### src/lcd_out_cfg_pkg.sv
// constants, field layouts and types for the lcd output configuration block
// assumes a single 125 MHz system clock and an apb register port
package lcd_out_cfg_pkg;

    // ========================================
    // register byte offsets
    localparam logic [7:0] OFS_PIN_SEL = 8'h00;
    localparam logic [7:0] OFS_GP_LEVEL = 8'h04;
    localparam logic [7:0] OFS_DRIVE = 8'h08;
    localparam logic [7:0] OFS_PWM_WIDTH = 8'h0c;
    localparam logic [7:0] OFS_COMMIT = 8'h10;
    localparam logic [7:0] OFS_STATUS = 8'h14;

    // ========================================
    // field positions
    localparam int POS_CONTRAST = 0;
    localparam int POS_BIAS = 3;
    localparam int POS_DUTY = 4;
    localparam int POS_CLK_SRC = 5;
    localparam int POS_LCD_DIV = 6;
    localparam int POS_PWM_DIV = 9;
    localparam int POS_POWER_SAVE = 12;
    localparam int POS_W2 = 8;
    localparam int POS_W3 = 16;
    localparam int POS_PWM_DIVISOR = 16;
    localparam int POS_PENDING = 31;

    // ========================================
    // divisors in source clock periods
    localparam logic [12:0] LCD_DIV_000 = 13'h1800;
    localparam logic [12:0] LCD_DIV_100 = 13'h1200;
    localparam logic [12:0] LCD_DIV_010 = 13'h0c00;
    localparam logic [12:0] LCD_DIV_110 = 13'h0900;
    localparam logic [12:0] LCD_DIV_001 = 13'h0600;
    localparam logic [10:0] PWM_DIV_BASE = 11'h600;
    localparam logic [10:0] PWM_DIV_STEP = 11'h080;
    localparam int PWM_SLOT_SHIFT = 6;

    // ========================================
    // reset values and internal oscillator rate
    localparam logic [31:0] RST_REG = 32'h0000_0000;
    localparam int RC_TICK_CYCLES = 4;

    typedef enum logic [1:0] {
        FN_SEGMENT,
        FN_GP,
        FN_PWM,
        FN_CLOCK
    } pin_fn_type;

    typedef struct packed {
        logic [11:0] pin_sel;
        logic [7:0] gp_level_bits;
        logic [2:0] contrast_step_code;
        logic bias_select;
        logic duty_select;
        logic clock_source_select;
        logic [2:0] lcd_frame_div_code;
        logic [2:0] pwm_frame_div_code;
        logic power_save_select;
        logic [5:0] w1;
        logic [5:0] w2;
        logic [5:0] w3;
    } cfg_type;

    localparam cfg_type RST_CFG = '0;

endpackage

### src/lcd_out_cfg.sv
// output configuration decode for a multiplexed lcd driver: shared pin
// functions, general-purpose levels, pwm, clock out, drive selections
// assumes an apb master on i_clk_sys; oscillator pin is asynchronous
//
// Register access over APB and the placing of the registers were decided locally.
`timescale 1ns/1ps
module lcd_out_cfg
    import lcd_out_cfg_pkg::*;
(
    input wire logic i_clk_sys, // system clock
    input wire logic i_arst_n, // async reset, low active
    input wire logic i_psel, // apb select
    input wire logic i_penable, // apb enable
    input wire logic i_pwrite, // apb direction
    input wire logic [7:0] i_paddr, // apb byte address
    input wire logic [31:0] i_pwdata, // apb write data
    input wire logic [3:0] i_pstrb, // apb byte strobes
    input wire logic i_oscillator_pin, // external clock pin
    output logic o_pready, // apb ready
    output logic [31:0] o_prdata, // apb read data
    output logic o_pslverr, // apb error
    output logic [7:0] o_pin_level, // level of pins 1-8
    output logic [7:0] o_pin_seg, // pin carries segment wave
    output logic [2:0] o_contrast_step, // top bias step count
    output logic o_bias_half, // half bias drive
    output logic o_duty_third, // third duty drive
    output logic o_fourth_common_out_active, // shared pin is common 4
    output logic o_lcd_frame_tick, // lcd frame pulse
    output logic o_pwm_frame_tick, // pwm frame pulse
    output logic o_outputs_grounded, // common/segment at ground
    output logic o_ext_clock_used // external source active
);
    import lcd_out_cfg_pkg::*;

    // ========================================
    // functions
    function automatic pin_fn_type pin_fn(input cfg_type c, input int idx);
        logic [1:0] s;
        s = c.pin_sel[2*idx +: 2];
        if (idx >= 4)
            return c.pin_sel[8 + idx - 4] ? FN_GP : FN_SEGMENT;
        if (s == 2'b01)
            return FN_GP;
        if (s[1] && idx == 3)
            return FN_CLOCK;
        if (s == 2'b10)
            return FN_PWM;
        return FN_SEGMENT;
    endfunction

    function automatic logic [12:0] lcd_div(input logic [2:0] code);
        case (code)
            3'h0: return LCD_DIV_000;
            3'h1: return LCD_DIV_100;
            3'h2: return LCD_DIV_010;
            3'h3: return LCD_DIV_110;
            3'h4: return LCD_DIV_001;
            default: return LCD_DIV_000;
        endcase
    endfunction

    function automatic logic [10:0] pwm_div(input logic [2:0] code);
        return PWM_DIV_BASE - 11'(PWM_DIV_STEP * code);
    endfunction

    function automatic logic [31:0] merge(input logic [31:0] old,
        input logic [31:0] wd, input logic [3:0] strb);
        logic [31:0] r;
        r = old;
        for (int b = 0; b < 4; b++)
            if (strb[b])
                r[8*b +: 8] = wd[8*b +: 8];
        return r;
    endfunction

    // ========================================
    // staged and active configuration
    cfg_type staged;
    cfg_type active;
    logic [31:0] reg_pin_sel;
    logic [31:0] reg_gp;
    logic [31:0] reg_drive;
    logic [31:0] reg_pwm;
    logic acc_wr;
    logic commit_wr;
    logic [12:0] lcd_divisor;
    logic [10:0] pwm_divisor;

    assign acc_wr = i_psel && i_penable && o_pready && i_pwrite;
    assign commit_wr = acc_wr && i_paddr == OFS_COMMIT && i_pstrb[0]
        && i_pwdata[0];
    assign reg_pin_sel = {20'h0, staged.pin_sel};
    assign reg_gp = {24'h0, staged.gp_level_bits};
    assign reg_drive = {19'h0, staged.power_save_select,
        staged.pwm_frame_div_code, staged.lcd_frame_div_code,
        staged.clock_source_select, staged.duty_select,
        staged.bias_select, staged.contrast_step_code};
    assign reg_pwm = {10'h0, staged.w3, 2'h0, staged.w2, 2'h0, staged.w1};
    assign lcd_divisor = lcd_div(active.lcd_frame_div_code);
    assign pwm_divisor = pwm_div(active.pwm_frame_div_code);

    always_ff @(posedge i_clk_sys or negedge i_arst_n)
    begin
        if (!i_arst_n)
        begin
            staged <= RST_CFG;
        end
        else if (acc_wr)
        begin
            logic [31:0] m;
            m = RST_REG;
            case (i_paddr)
                OFS_PIN_SEL:
                begin
                    m = merge(reg_pin_sel, i_pwdata, i_pstrb);
                    staged.pin_sel <= m[11:0];
                end
                OFS_GP_LEVEL:
                begin
                    m = merge(reg_gp, i_pwdata, i_pstrb);
                    staged.gp_level_bits <= m[7:0];
                end
                OFS_DRIVE:
                begin
                    m = merge(reg_drive, i_pwdata, i_pstrb);
                    staged.contrast_step_code <= m[POS_CONTRAST +: 3];
                    staged.bias_select <= m[POS_BIAS];
                    staged.duty_select <= m[POS_DUTY];
                    staged.clock_source_select <= m[POS_CLK_SRC];
                    staged.lcd_frame_div_code <= m[POS_LCD_DIV +: 3];
                    staged.pwm_frame_div_code <= m[POS_PWM_DIV +: 3];
                    staged.power_save_select <= m[POS_POWER_SAVE];
                end
                OFS_PWM_WIDTH:
                begin
                    m = merge(reg_pwm, i_pwdata, i_pstrb);
                    staged.w1 <= m[5:0];
                    staged.w2 <= m[POS_W2 +: 6];
                    staged.w3 <= m[POS_W3 +: 6];
                end
                default:
                begin
                    m = RST_REG;
                end
            endcase
        end
    end

    // bits written earlier only reach the pins together on commit
    always_ff @(posedge i_clk_sys or negedge i_arst_n)
    begin
        if (!i_arst_n)
            active <= RST_CFG;
        else if (commit_wr)
            active <= staged;
    end

    // ========================================
    // apb answer: one access cycle, no wait states
    always_ff @(posedge i_clk_sys or negedge i_arst_n)
    begin
        if (!i_arst_n)
        begin
            o_pready <= 1'b0;
            o_prdata <= RST_REG;
            o_pslverr <= 1'b0;
        end
        else
        begin
            o_pready <= i_psel && !i_penable;
            o_pslverr <= 1'b0;
            o_prdata <= RST_REG;
            if (i_psel && !i_penable)
            begin
                case (i_paddr)
                    OFS_PIN_SEL: o_prdata <= reg_pin_sel;
                    OFS_GP_LEVEL: o_prdata <= reg_gp;
                    OFS_DRIVE: o_prdata <= reg_drive;
                    OFS_PWM_WIDTH: o_prdata <= reg_pwm;
                    OFS_COMMIT: o_prdata <= RST_REG;
                    OFS_STATUS:
                    begin
                        o_prdata[12:0] <= lcd_divisor;
                        o_prdata[POS_PWM_DIVISOR +: 11] <= pwm_divisor;
                        o_prdata[POS_PENDING] <= staged != active;
                    end
                    default: o_pslverr <= 1'b1;
                endcase
            end
        end
    end

    // ========================================
    // source clock ticks
    logic osc_meta;
    logic osc_sync;
    logic osc_prev;
    logic [7:0] rc_cnt;
    logic rc_tick;
    logic src_tick;

    always_ff @(posedge i_clk_sys or negedge i_arst_n)
    begin
        if (!i_arst_n)
        begin
            osc_meta <= 1'b0;
            osc_sync <= 1'b0;
            osc_prev <= 1'b0;
        end
        else
        begin
            osc_meta <= i_oscillator_pin;
            osc_sync <= osc_meta;
            osc_prev <= osc_sync;
        end
    end

    // rc model: a fixed tick rate; stops in power save like the oscillator
    always_ff @(posedge i_clk_sys or negedge i_arst_n)
    begin
        if (!i_arst_n)
            rc_cnt <= 8'h00;
        else if (active.power_save_select || rc_tick)
            rc_cnt <= 8'h00;
        else
            rc_cnt <= rc_cnt + 8'h01;
    end

    assign rc_tick = rc_cnt == 8'(RC_TICK_CYCLES - 1);
    assign src_tick = !active.power_save_select &&
        (active.clock_source_select ? osc_sync && !osc_prev : rc_tick);

    // ========================================
    // frame dividers, pwm and clock out
    logic [12:0] lcd_cnt;
    logic [10:0] pwm_cnt;
    logic [2:0] clk_cnt;
    logic [2:0] pwm_hi;
    logic [10:0] slot;

    assign slot = pwm_divisor >> PWM_SLOT_SHIFT;

    always_ff @(posedge i_clk_sys or negedge i_arst_n)
    begin
        if (!i_arst_n)
        begin
            lcd_cnt <= 13'h0000;
            pwm_cnt <= 11'h000;
            clk_cnt <= 3'h0;
            o_lcd_frame_tick <= 1'b0;
            o_pwm_frame_tick <= 1'b0;
        end
        else
        begin
            o_lcd_frame_tick <= 1'b0;
            o_pwm_frame_tick <= 1'b0;
            // a new divisor may be below the running count: restart frames
            if (commit_wr)
            begin
                lcd_cnt <= 13'h0000;
                pwm_cnt <= 11'h000;
            end
            else if (src_tick)
            begin
                clk_cnt <= clk_cnt + 3'h1;
                if (lcd_cnt >= lcd_divisor - 13'h0001)
                begin
                    lcd_cnt <= 13'h0000;
                    o_lcd_frame_tick <= 1'b1;
                end
                else
                    lcd_cnt <= lcd_cnt + 13'h0001;
                if (pwm_cnt >= pwm_divisor - 11'h001)
                begin
                    pwm_cnt <= 11'h000;
                    o_pwm_frame_tick <= 1'b1;
                end
                else
                    pwm_cnt <= pwm_cnt + 11'h001;
            end
        end
    end

    // width code plus one slots of the frame, so code 63 is a full period
    assign pwm_hi[0] = pwm_cnt < 11'(({5'h0, active.w1} + 11'h1) * slot);
    assign pwm_hi[1] = pwm_cnt < 11'(({5'h0, active.w2} + 11'h1) * slot);
    assign pwm_hi[2] = pwm_cnt < 11'(({5'h0, active.w3} + 11'h1) * slot);

    // ========================================
    // pin drive and drive selections
    always_ff @(posedge i_clk_sys or negedge i_arst_n)
    begin
        if (!i_arst_n)
        begin
            o_pin_level <= 8'h00;
            o_pin_seg <= 8'hff;
        end
        else
        begin
            for (int i = 0; i < 8; i++)
            begin
                o_pin_seg[i] <= 1'b0;
                case (pin_fn(active, i))
                    FN_GP: o_pin_level[i] <= active.gp_level_bits[i];
                    FN_PWM: o_pin_level[i] <= pwm_hi[i % 3] &&
                        !active.power_save_select;
                    FN_CLOCK: o_pin_level[i] <= !active.power_save_select &&
                        (active.pin_sel[6] ? clk_cnt[2] : clk_cnt[0]);
                    default:
                    begin
                        o_pin_level[i] <= 1'b0;
                        o_pin_seg[i] <= 1'b1;
                    end
                endcase
            end
        end
    end

    always_ff @(posedge i_clk_sys or negedge i_arst_n)
    begin
        if (!i_arst_n)
        begin
            o_contrast_step <= 3'h0;
            o_bias_half <= 1'b0;
            o_duty_third <= 1'b0;
            o_fourth_common_out_active <= 1'b1;
            o_outputs_grounded <= 1'b0;
            o_ext_clock_used <= 1'b0;
        end
        else
        begin
            o_contrast_step <= active.contrast_step_code == 3'h7 ? 3'h0 :
                active.contrast_step_code;
            o_bias_half <= active.bias_select;
            o_duty_third <= active.duty_select;
            o_fourth_common_out_active <= !active.duty_select;
            o_outputs_grounded <= active.power_save_select;
            o_ext_clock_used <= active.clock_source_select;
        end
    end

    // ========================================
    // assertions
    AST_GP_LEVEL: assert property (@(posedge i_clk_sys) disable iff (!i_arst_n)
        active.pin_sel[9] |=> o_pin_level[5] == $past(active.gp_level_bits[5]))
        else $error("gp pin level wrong");
    AST_PIN1_PWM: assert property (@(posedge i_clk_sys) disable iff (!i_arst_n)
        active.pin_sel[1:0] == 2'b10 && !active.power_save_select
        |=> !o_pin_seg[0] && o_pin_level[0] == $past(pwm_hi[0]))
        else $error("pin 1 pwm wrong");
    AST_PIN4_GP: assert property (@(posedge i_clk_sys) disable iff (!i_arst_n)
        active.pin_sel[7:6] == 2'b01
        |=> o_pin_level[3] == $past(active.gp_level_bits[3]))
        else $error("pin 4 gp wrong");
    AST_CLK_DIV8: assert property (@(posedge i_clk_sys) disable iff (!i_arst_n)
        active.pin_sel[7:6] == 2'b11 && !active.power_save_select
        |=> o_pin_level[3] == $past(clk_cnt[2]))
        else $error("pin 4 clock wrong");
    AST_PIN5_SEG: assert property (@(posedge i_clk_sys) disable iff (!i_arst_n)
        !active.pin_sel[8] |=> o_pin_seg[4] && !o_pin_level[4])
        else $error("pin 5 not segment");
    AST_CONTRAST: assert property (@(posedge i_clk_sys) disable iff (!i_arst_n)
        active.contrast_step_code == 3'h7 |=> o_contrast_step == 3'h0)
        else $error("contrast fallback wrong");
    AST_DUTY_FOURTH_COMMON_OUT: assert property (@(posedge i_clk_sys) disable iff (!i_arst_n)
        o_fourth_common_out_active == !o_duty_third)
        else $error("fourth_common_out and duty disagree");
    AST_SAVE_STOP: assert property (@(posedge i_clk_sys) disable iff (!i_arst_n)
        active.power_save_select ##1 active.power_save_select
        |=> !o_lcd_frame_tick && !o_pwm_frame_tick)
        else $error("frame tick in power save");
    AST_LCD_RANGE: assert property (@(posedge i_clk_sys) disable iff (!i_arst_n)
        $stable(active) |-> lcd_cnt < lcd_divisor)
        else $error("lcd counter out of range");
    AST_COMMIT: assert property (@(posedge i_clk_sys) disable iff (!i_arst_n)
        !commit_wr |=> $stable(active))
        else $error("config changed without commit");

endmodule

### config.mk
export PLATFORM = sky130hd
export DESIGN_NAME = lcd_out_cfg
export DESIGN_NICKNAME = d
export VERILOG_FILES = /design/src/lcd_out_cfg_pkg.sv /design/src/lcd_out_cfg.sv
export SDC_FILE = /design/constraint.sdc
export NUM_CORES = 1
export LEC_CHECK = 0
export BUFFER_PORTS_ARGS = -buffer_cell sky130_fd_sc_hd__buf_2
export CORE_ASPECT_RATIO = 1.75
export CORE_UTILIZATION = 36
export DETAILED_ROUTE_END_ITERATION = 7
export PLACE_DENSITY = 0.57
export SLEW_MARGIN = 15
export SYNTH_ARGS = -nofsm -noshare
export SYNTH_HDL_FRONTEND = slang
export SYNTH_SLANG_ARGS = --single-unit
### constraint.sdc
create_clock -name i_clk_sys -period 6.6 [get_ports i_clk_sys]
set_input_delay 0.66 -clock i_clk_sys [delete_from_list [all_inputs] [get_ports i_clk_sys]]
set_output_delay 0.66 -clock i_clk_sys [all_outputs]
set_load 0.01 [all_outputs]
After elaboration in Yosys (flattened, before gate mapping) --
Index checks and enable logic that the tools add are counted.
Storage, ports and cells: flip-flop bits (word level) 200, bits of input ports 50, output and inout bits 60, logic and storage cells 224
Cells by class: add/sub/neg operators 10, $mul 3, $lt $le $gt $ge 5, eq/ne operators 44, muxes and demuxes 77, bitwise logic cells 1, reductions and logical operators 38
Operators by type and width (number):
- 13-bit case mux with 5 select lines | 1
- 13-bit case mux with 4 select lines | 1
- 51-bit inequality test | 1
- 1-bit two-way mux | 39
- 13-bit two-way mux | 3
- 2-bit two-way mux | 18
- 11-bit < comparator | 3
- 7-bit by 5-bit multiplier with 11-bit output | 3
- 11-bit two-way mux | 3
- 32-bit two-way mux | 1
- 2-bit == test (second input constant) | 12
- 1-bit case mux with 3 select lines | 8
- 3-bit AND reduction | 8
- 3-bit OR reduction | 8
- 11-bit case mux with 2 select lines | 1
- 6-bit by 1-bit adder with 7-bit output (second input constant) | 3
- 1-bit by 2-bit == test with 1-bit output (second input constant) | 8
- 2-bit by 1-bit == test with 1-bit output (second input constant) | 8
- 8-bit by 4-bit == test with 1-bit output (second input constant) | 2
- 8-bit by 5-bit == test with 1-bit output (second input constant) | 2
- 13-bit by 1-bit adder with 13-bit output (second input constant) | 1
- 13-bit greater-or-equal comparator | 1
- 1-bit logical AND | 13
- 13-bit by 1-bit subtractor with 13-bit output (second input constant) | 1
- other kinds (21) | 29

Depth between registers and ports, before layout --
word-level depth 11, depth in mapped cells 22

Least setup slack after synthesis --
OpenSTA, ideal clock, no wires.
path kind register -> register, start register active[19] (netlist bit), end register o_pin_level[0], arrival time 5.376 ns, required time 6.532 ns, setup slack 1.156 ns, cell stages (with the launch flop) 22, path buffers 4, clock period less this slack 5.444 ns, cells stage by stage dfrtp_1 -> clkbuf_1 -> clkinv_1 -> clkbuf_1 -> ha_1 -> clkbuf_1 -> inv_1 -> clkbuf_1 -> nor2_1 -> fa_1 -> fa_1 -> ha_1 -> ha_1 -> a21o_1 -> a21oi_1 -> o21bai_1 -> a21oi_1 -> xor2_1 -> ha_1 -> a21o_1 -> a2111oi_0 -> a32o_1
Between the ends: word-level cells in the longest chain between the ends 5
RTL lines:
- start, declared | line lcd_out_cfg.sv:79 | cfg_type active;
- start signal, assigned | line lcd_out_cfg.sv:155 | active <= staged;
- 11-bit by 10-bit subtractor with 11-bit output | line lcd_out_cfg.sv:63 | return PWM_DIV_BASE - 11'(PWM_DIV_STEP * code);
- 7-bit by 5-bit multiplier with 11-bit output | line lcd_out_cfg.sv:285 | assign pwm_hi[0] = pwm_cnt < 11'(({5'h0, active.w1} + 11'h1) * slot);
- 11-bit < comparator | line lcd_out_cfg.sv:285
- 1-bit logical AND | line lcd_out_cfg.sv:305 | FN_PWM: o_pin_level[i] <= pwm_hi[i % 3] &&
- 1-bit case mux with 3 select lines | line lcd_out_cfg.sv:303 | case (pin_fn(active, i))
- end signal, assigned by index | line lcd_out_cfg.sv:304 | FN_GP: o_pin_level[i] <= active.gp_level_bits[i];
- end signal, assigned by index | line lcd_out_cfg.sv:305
- end signal, assigned by index | line lcd_out_cfg.sv:307 | FN_CLOCK: o_pin_level[i] <= !active.power_save_select &&
- end, declared | line lcd_out_cfg.sv:22 | output logic [7:0] o_pin_level,
No other way between the ends. A chain may end at the register's enable or synchronous reset.

Worst setup path after layout --
Ends and elaborated chain as after synthesis.

==> results.sh <==
export IMPL_synth_seq_area_share=0.4042
export IMPL_synth_most_common_cell="dfrtp_1"
export IMPL_cts_max_level=4
export IMPL_grt_ovfl_total=0
export IMPL_syn_area_um2=11980
export IMPL_drv_cap=0
export IMPL_min_period_ps=5564
export IMPL_cts_num_sinks=193
export IMPL_worstReg2RegStart="active[19]"
export IMPL_syn_to_final_growth_pct=11.75
export IMPL_core_um2=32810
export IMPL_grt_pass1_wl_um=49620
export IMPL_drtPass1Iterations=7
export IMPL_cts_buffers=17
export IMPL_cpMostUsedCell="ha_1"
export IMPL_yosys_mux_area_fraction=0.06456
export IMPL_grt_pass1_vias=8927
export IMPL_synth_xor_area_frac=0.07606
export IMPL_reg2reg_to="o_pin_level[0]"
export IMPL_routed_wl_um=31580
export IMPL_yosysTopAreaCell="dfrtp_1"
export IMPL_post_drt_via_cell_ratio=5.257
export IMPL_synth_compound_area_share=0.06958
export IMPL_min_period_over_period=0.8430
export IMPL_timing_fmax_mhz=179.7
export IMPL_dr_first_iter_drc_count=378
export IMPL_cp_start_kind="flop"
export IMPL_finClkSkew_ps=12.29
export IMPL_synthTopCellsByCount="184 x dfrtp_1, 169 x nand2_1, 112 x ha_1"
export IMPL_slew_violations=0
export IMPL_max_slew_worst_pin_slew_ps=944.0
export IMPL_yosys_warnings=0
export IMPL_ctsLongestPathBuffers=2
export IMPL_antenna_found_initial=0
export IMPL_power_leakage_uw=0.007106
export IMPL_pin_count=110
export IMPL_yosys_register_bits=193
export IMPL_clk_latency_ps=460
export IMPL_grt_setup_unrepaired="false"
export IMPL_synth_top_cells_by_area="dfrtp_1 38%, ha_1 12%, nand2_1 5.3%, fa_1 5.0%, xor2_1 4.1%"
export IMPL_synth_area_per_cell_um2=10.13
export IMPL_ctsResizeCount=0
export IMPL_max_slew_margin_rel=0.3706
export IMPL_setup_viol=0
export IMPL_diodes=0
export IMPL_crit_chain="clkinv_1 > ha_1 > inv_1 > nor2_1 > fa_1 > fa_1 > ha_1 > ha_1 > a21o_1 > a21oi_1 > o21bai_1 > a21oi_1 > xor2_1 > ha_1 > a21o_1 > a2111oi_0 > a32o_1"
export IMPL_utilization=0.4079
export IMPL_start_util=0.3650
export IMPL_cts_root_buffer="clkbuf_16"
export IMPL_synth_edf_count=0
export IMPL_finalWeightedCongestion=0.8703
export IMPL_synth_main_ff_cell="dfrtp_1"
export IMPL_finalHoldViolCount=0
export IMPL_yosysTopAreaCellShare=0.3845
export IMPL_critical_path_class="flop to flop"
export IMPL_drc_errors=0
export IMPL_reg2reg_depth=17
export IMPL_synth_cells=1182
export IMPL_gr_usage_all_layers=0.1937
export IMPL_synth_top_family_by_area="simple AND/OR/NAND/NOR gates"
export IMPL_layout_drive_gt1_share=0.1559
export IMPL_cp_slowest_stage_delay_ps=650
export IMPL_crit_path_end_kind="flop"
export IMPL_rows=88
export IMPL_vias=8774
export IMPL_dp_hpwl_um=24010
export IMPL_arrival_ps=5960
export IMPL_async_flop_share=1.000
export IMPL_synth_distinct_cells=69
export IMPL_crit_fanout=16
export IMPL_tns_ps=0
export IMPL_cp_slowest_cell="dfrtp_1"
export IMPL_drtAntennaViolNets=0
export IMPL_p_per_area_nw_per_um2=179.6
export IMPL_cts_tree="built"
export IMPL_die_w_um=139.9
export IMPL_io_buffers=89
export IMPL_status="completed"
export IMPL_clk_pin_slew_worst_paths_ps=80
export IMPL_crit_required_ps=6990
export IMPL_reg2reg_slack_ps=1040
export IMPL_die_h_um=243.3
export IMPL_nets=1444
export IMPL_irDropWorstVdd_uv=168.5
export IMPL_dieArea_um2=34030
export IMPL_n_fill_cell=3252
export IMPL_grt_max_degree=71
export IMPL_post_drt_wl_per_cell_um=18.92
export IMPL_hold_buffers=0
export IMPL_post_cts_setup_buffers=0
export IMPL_synth_fa_ha_area_frac=0.1672
export IMPL_hold_class="primary input to async pin"
export IMPL_synthSimpleGateAreaFrac=0.1795
layer usage:
metal	vias up	routed length, um	track usage	part of all wire
met3	59	868	0.03263	0.027
met5	-	0	0	0
met4	0	1359	0.1005	0.043
li1	4172	-	-	-
met1	4387	11760	0.2015	0.37
met2	156	17590	0.3672	0.56
sequential cells by signal (all words and copies together), names as in the netlist, 3 cells and up:
signal / count
active: 51
o_prdata: 25
reg_pwm: 18
lcd_cnt: 13
reg_drive: 13
reg_pin_sel: 12
pwm_cnt: 11
o_pin_level: 8
o_pin_seg: 8
rc_cnt: 8
reg_gp: 8
clk_cnt: 3
o_contrast_step: 3
worst max path at each step:
stage | startpoint | endpoint | slack (ps) | cells past startpoint
2_1_floorplan | active[19] | o_pin_level[0] | 1160 | 21
5_1_grt | active[19] | o_pin_level[0] | 620 | 17
3_3_place_gp | active[19] | o_pin_level[0] | 1180 | 17
4_1_cts | active[19] | o_pin_level[0] | 1000 | 17
6_report | active[19] | o_pin_level[0] | 1040 | 17
3_5_place_dp | active[19] | o_pin_level[0] | 1020 | 17
metrics by stage:
step	std cells	setup WS, ps	power, uW	area, um^2	hold WS, ps
5_1_grt	1669	622.1	2484	13380	239.4
3_3_place_gp	1638	1183	1271	12740	334.7
4_1_cts	1669	1004	2433	13380	219.2
2_1_floorplan	1188	1156	1227	12000	331.2
6_report	1669	1036	2404	13380	197.5
3_5_place_dp	1638	1021	1272	12740	337.9
cells by family (layout without fill, tap and decap cells):
family          after synthesis  count (layout)
simple gates                455             455
flops                       193             193
fa+ha+maj                   142             142
compound gates              127             127
xor+xnor                    104             104
buf+inv                      99             175
mux                          61              61
other cells                   1               7
worst max-delay path, delay by kind of cell (launching register included):
family	cells	cell delay, ps
compound gates	7	1400
xor+xnor	1	200
buf+inv	2	710
flops	1	650
fa+ha+maj	6	2390
simple gates	1	140
cell usage in the layout (no fill, tap or decap), types with 44 or more instances in the layout:
cell type,Yosys,routed
dfrtp_1,184,184
nand2_1,169,169
ha_1,112,112
nor2_1,109,109
buf_2,12,88
xor2_1,56,56
xnor2_1,48,48
a21oi_1,46,46
inv_1,45,45
nand3_1,44,44
cell type report:
| class | instances | area, um^2 | share of cell area |
|---|---|---|---|
| flip-flops and latches | 193 | 4841 | 0.3617 |
| multi-input cells | 896 | 6696 | 0.5003 |
| clock buffers | 18 | 439.2 | 0.03281 |
| inverters | 46 | 172.7 | 0.01290 |
| repair buffers | 98 | 521.8 | 0.03898 |
| clock inverters | 13 | 206.4 | 0.01542 |
| well taps | 405 | 506.7 | 0.03786 |
power breakdown:
part           switching (uW)  total (uW)  internal, uW
logic                    44.1        59.8          15.7
clock network             476        1160           681
registers                2.25        1190          1190
(Power assumes the default switching activity.)
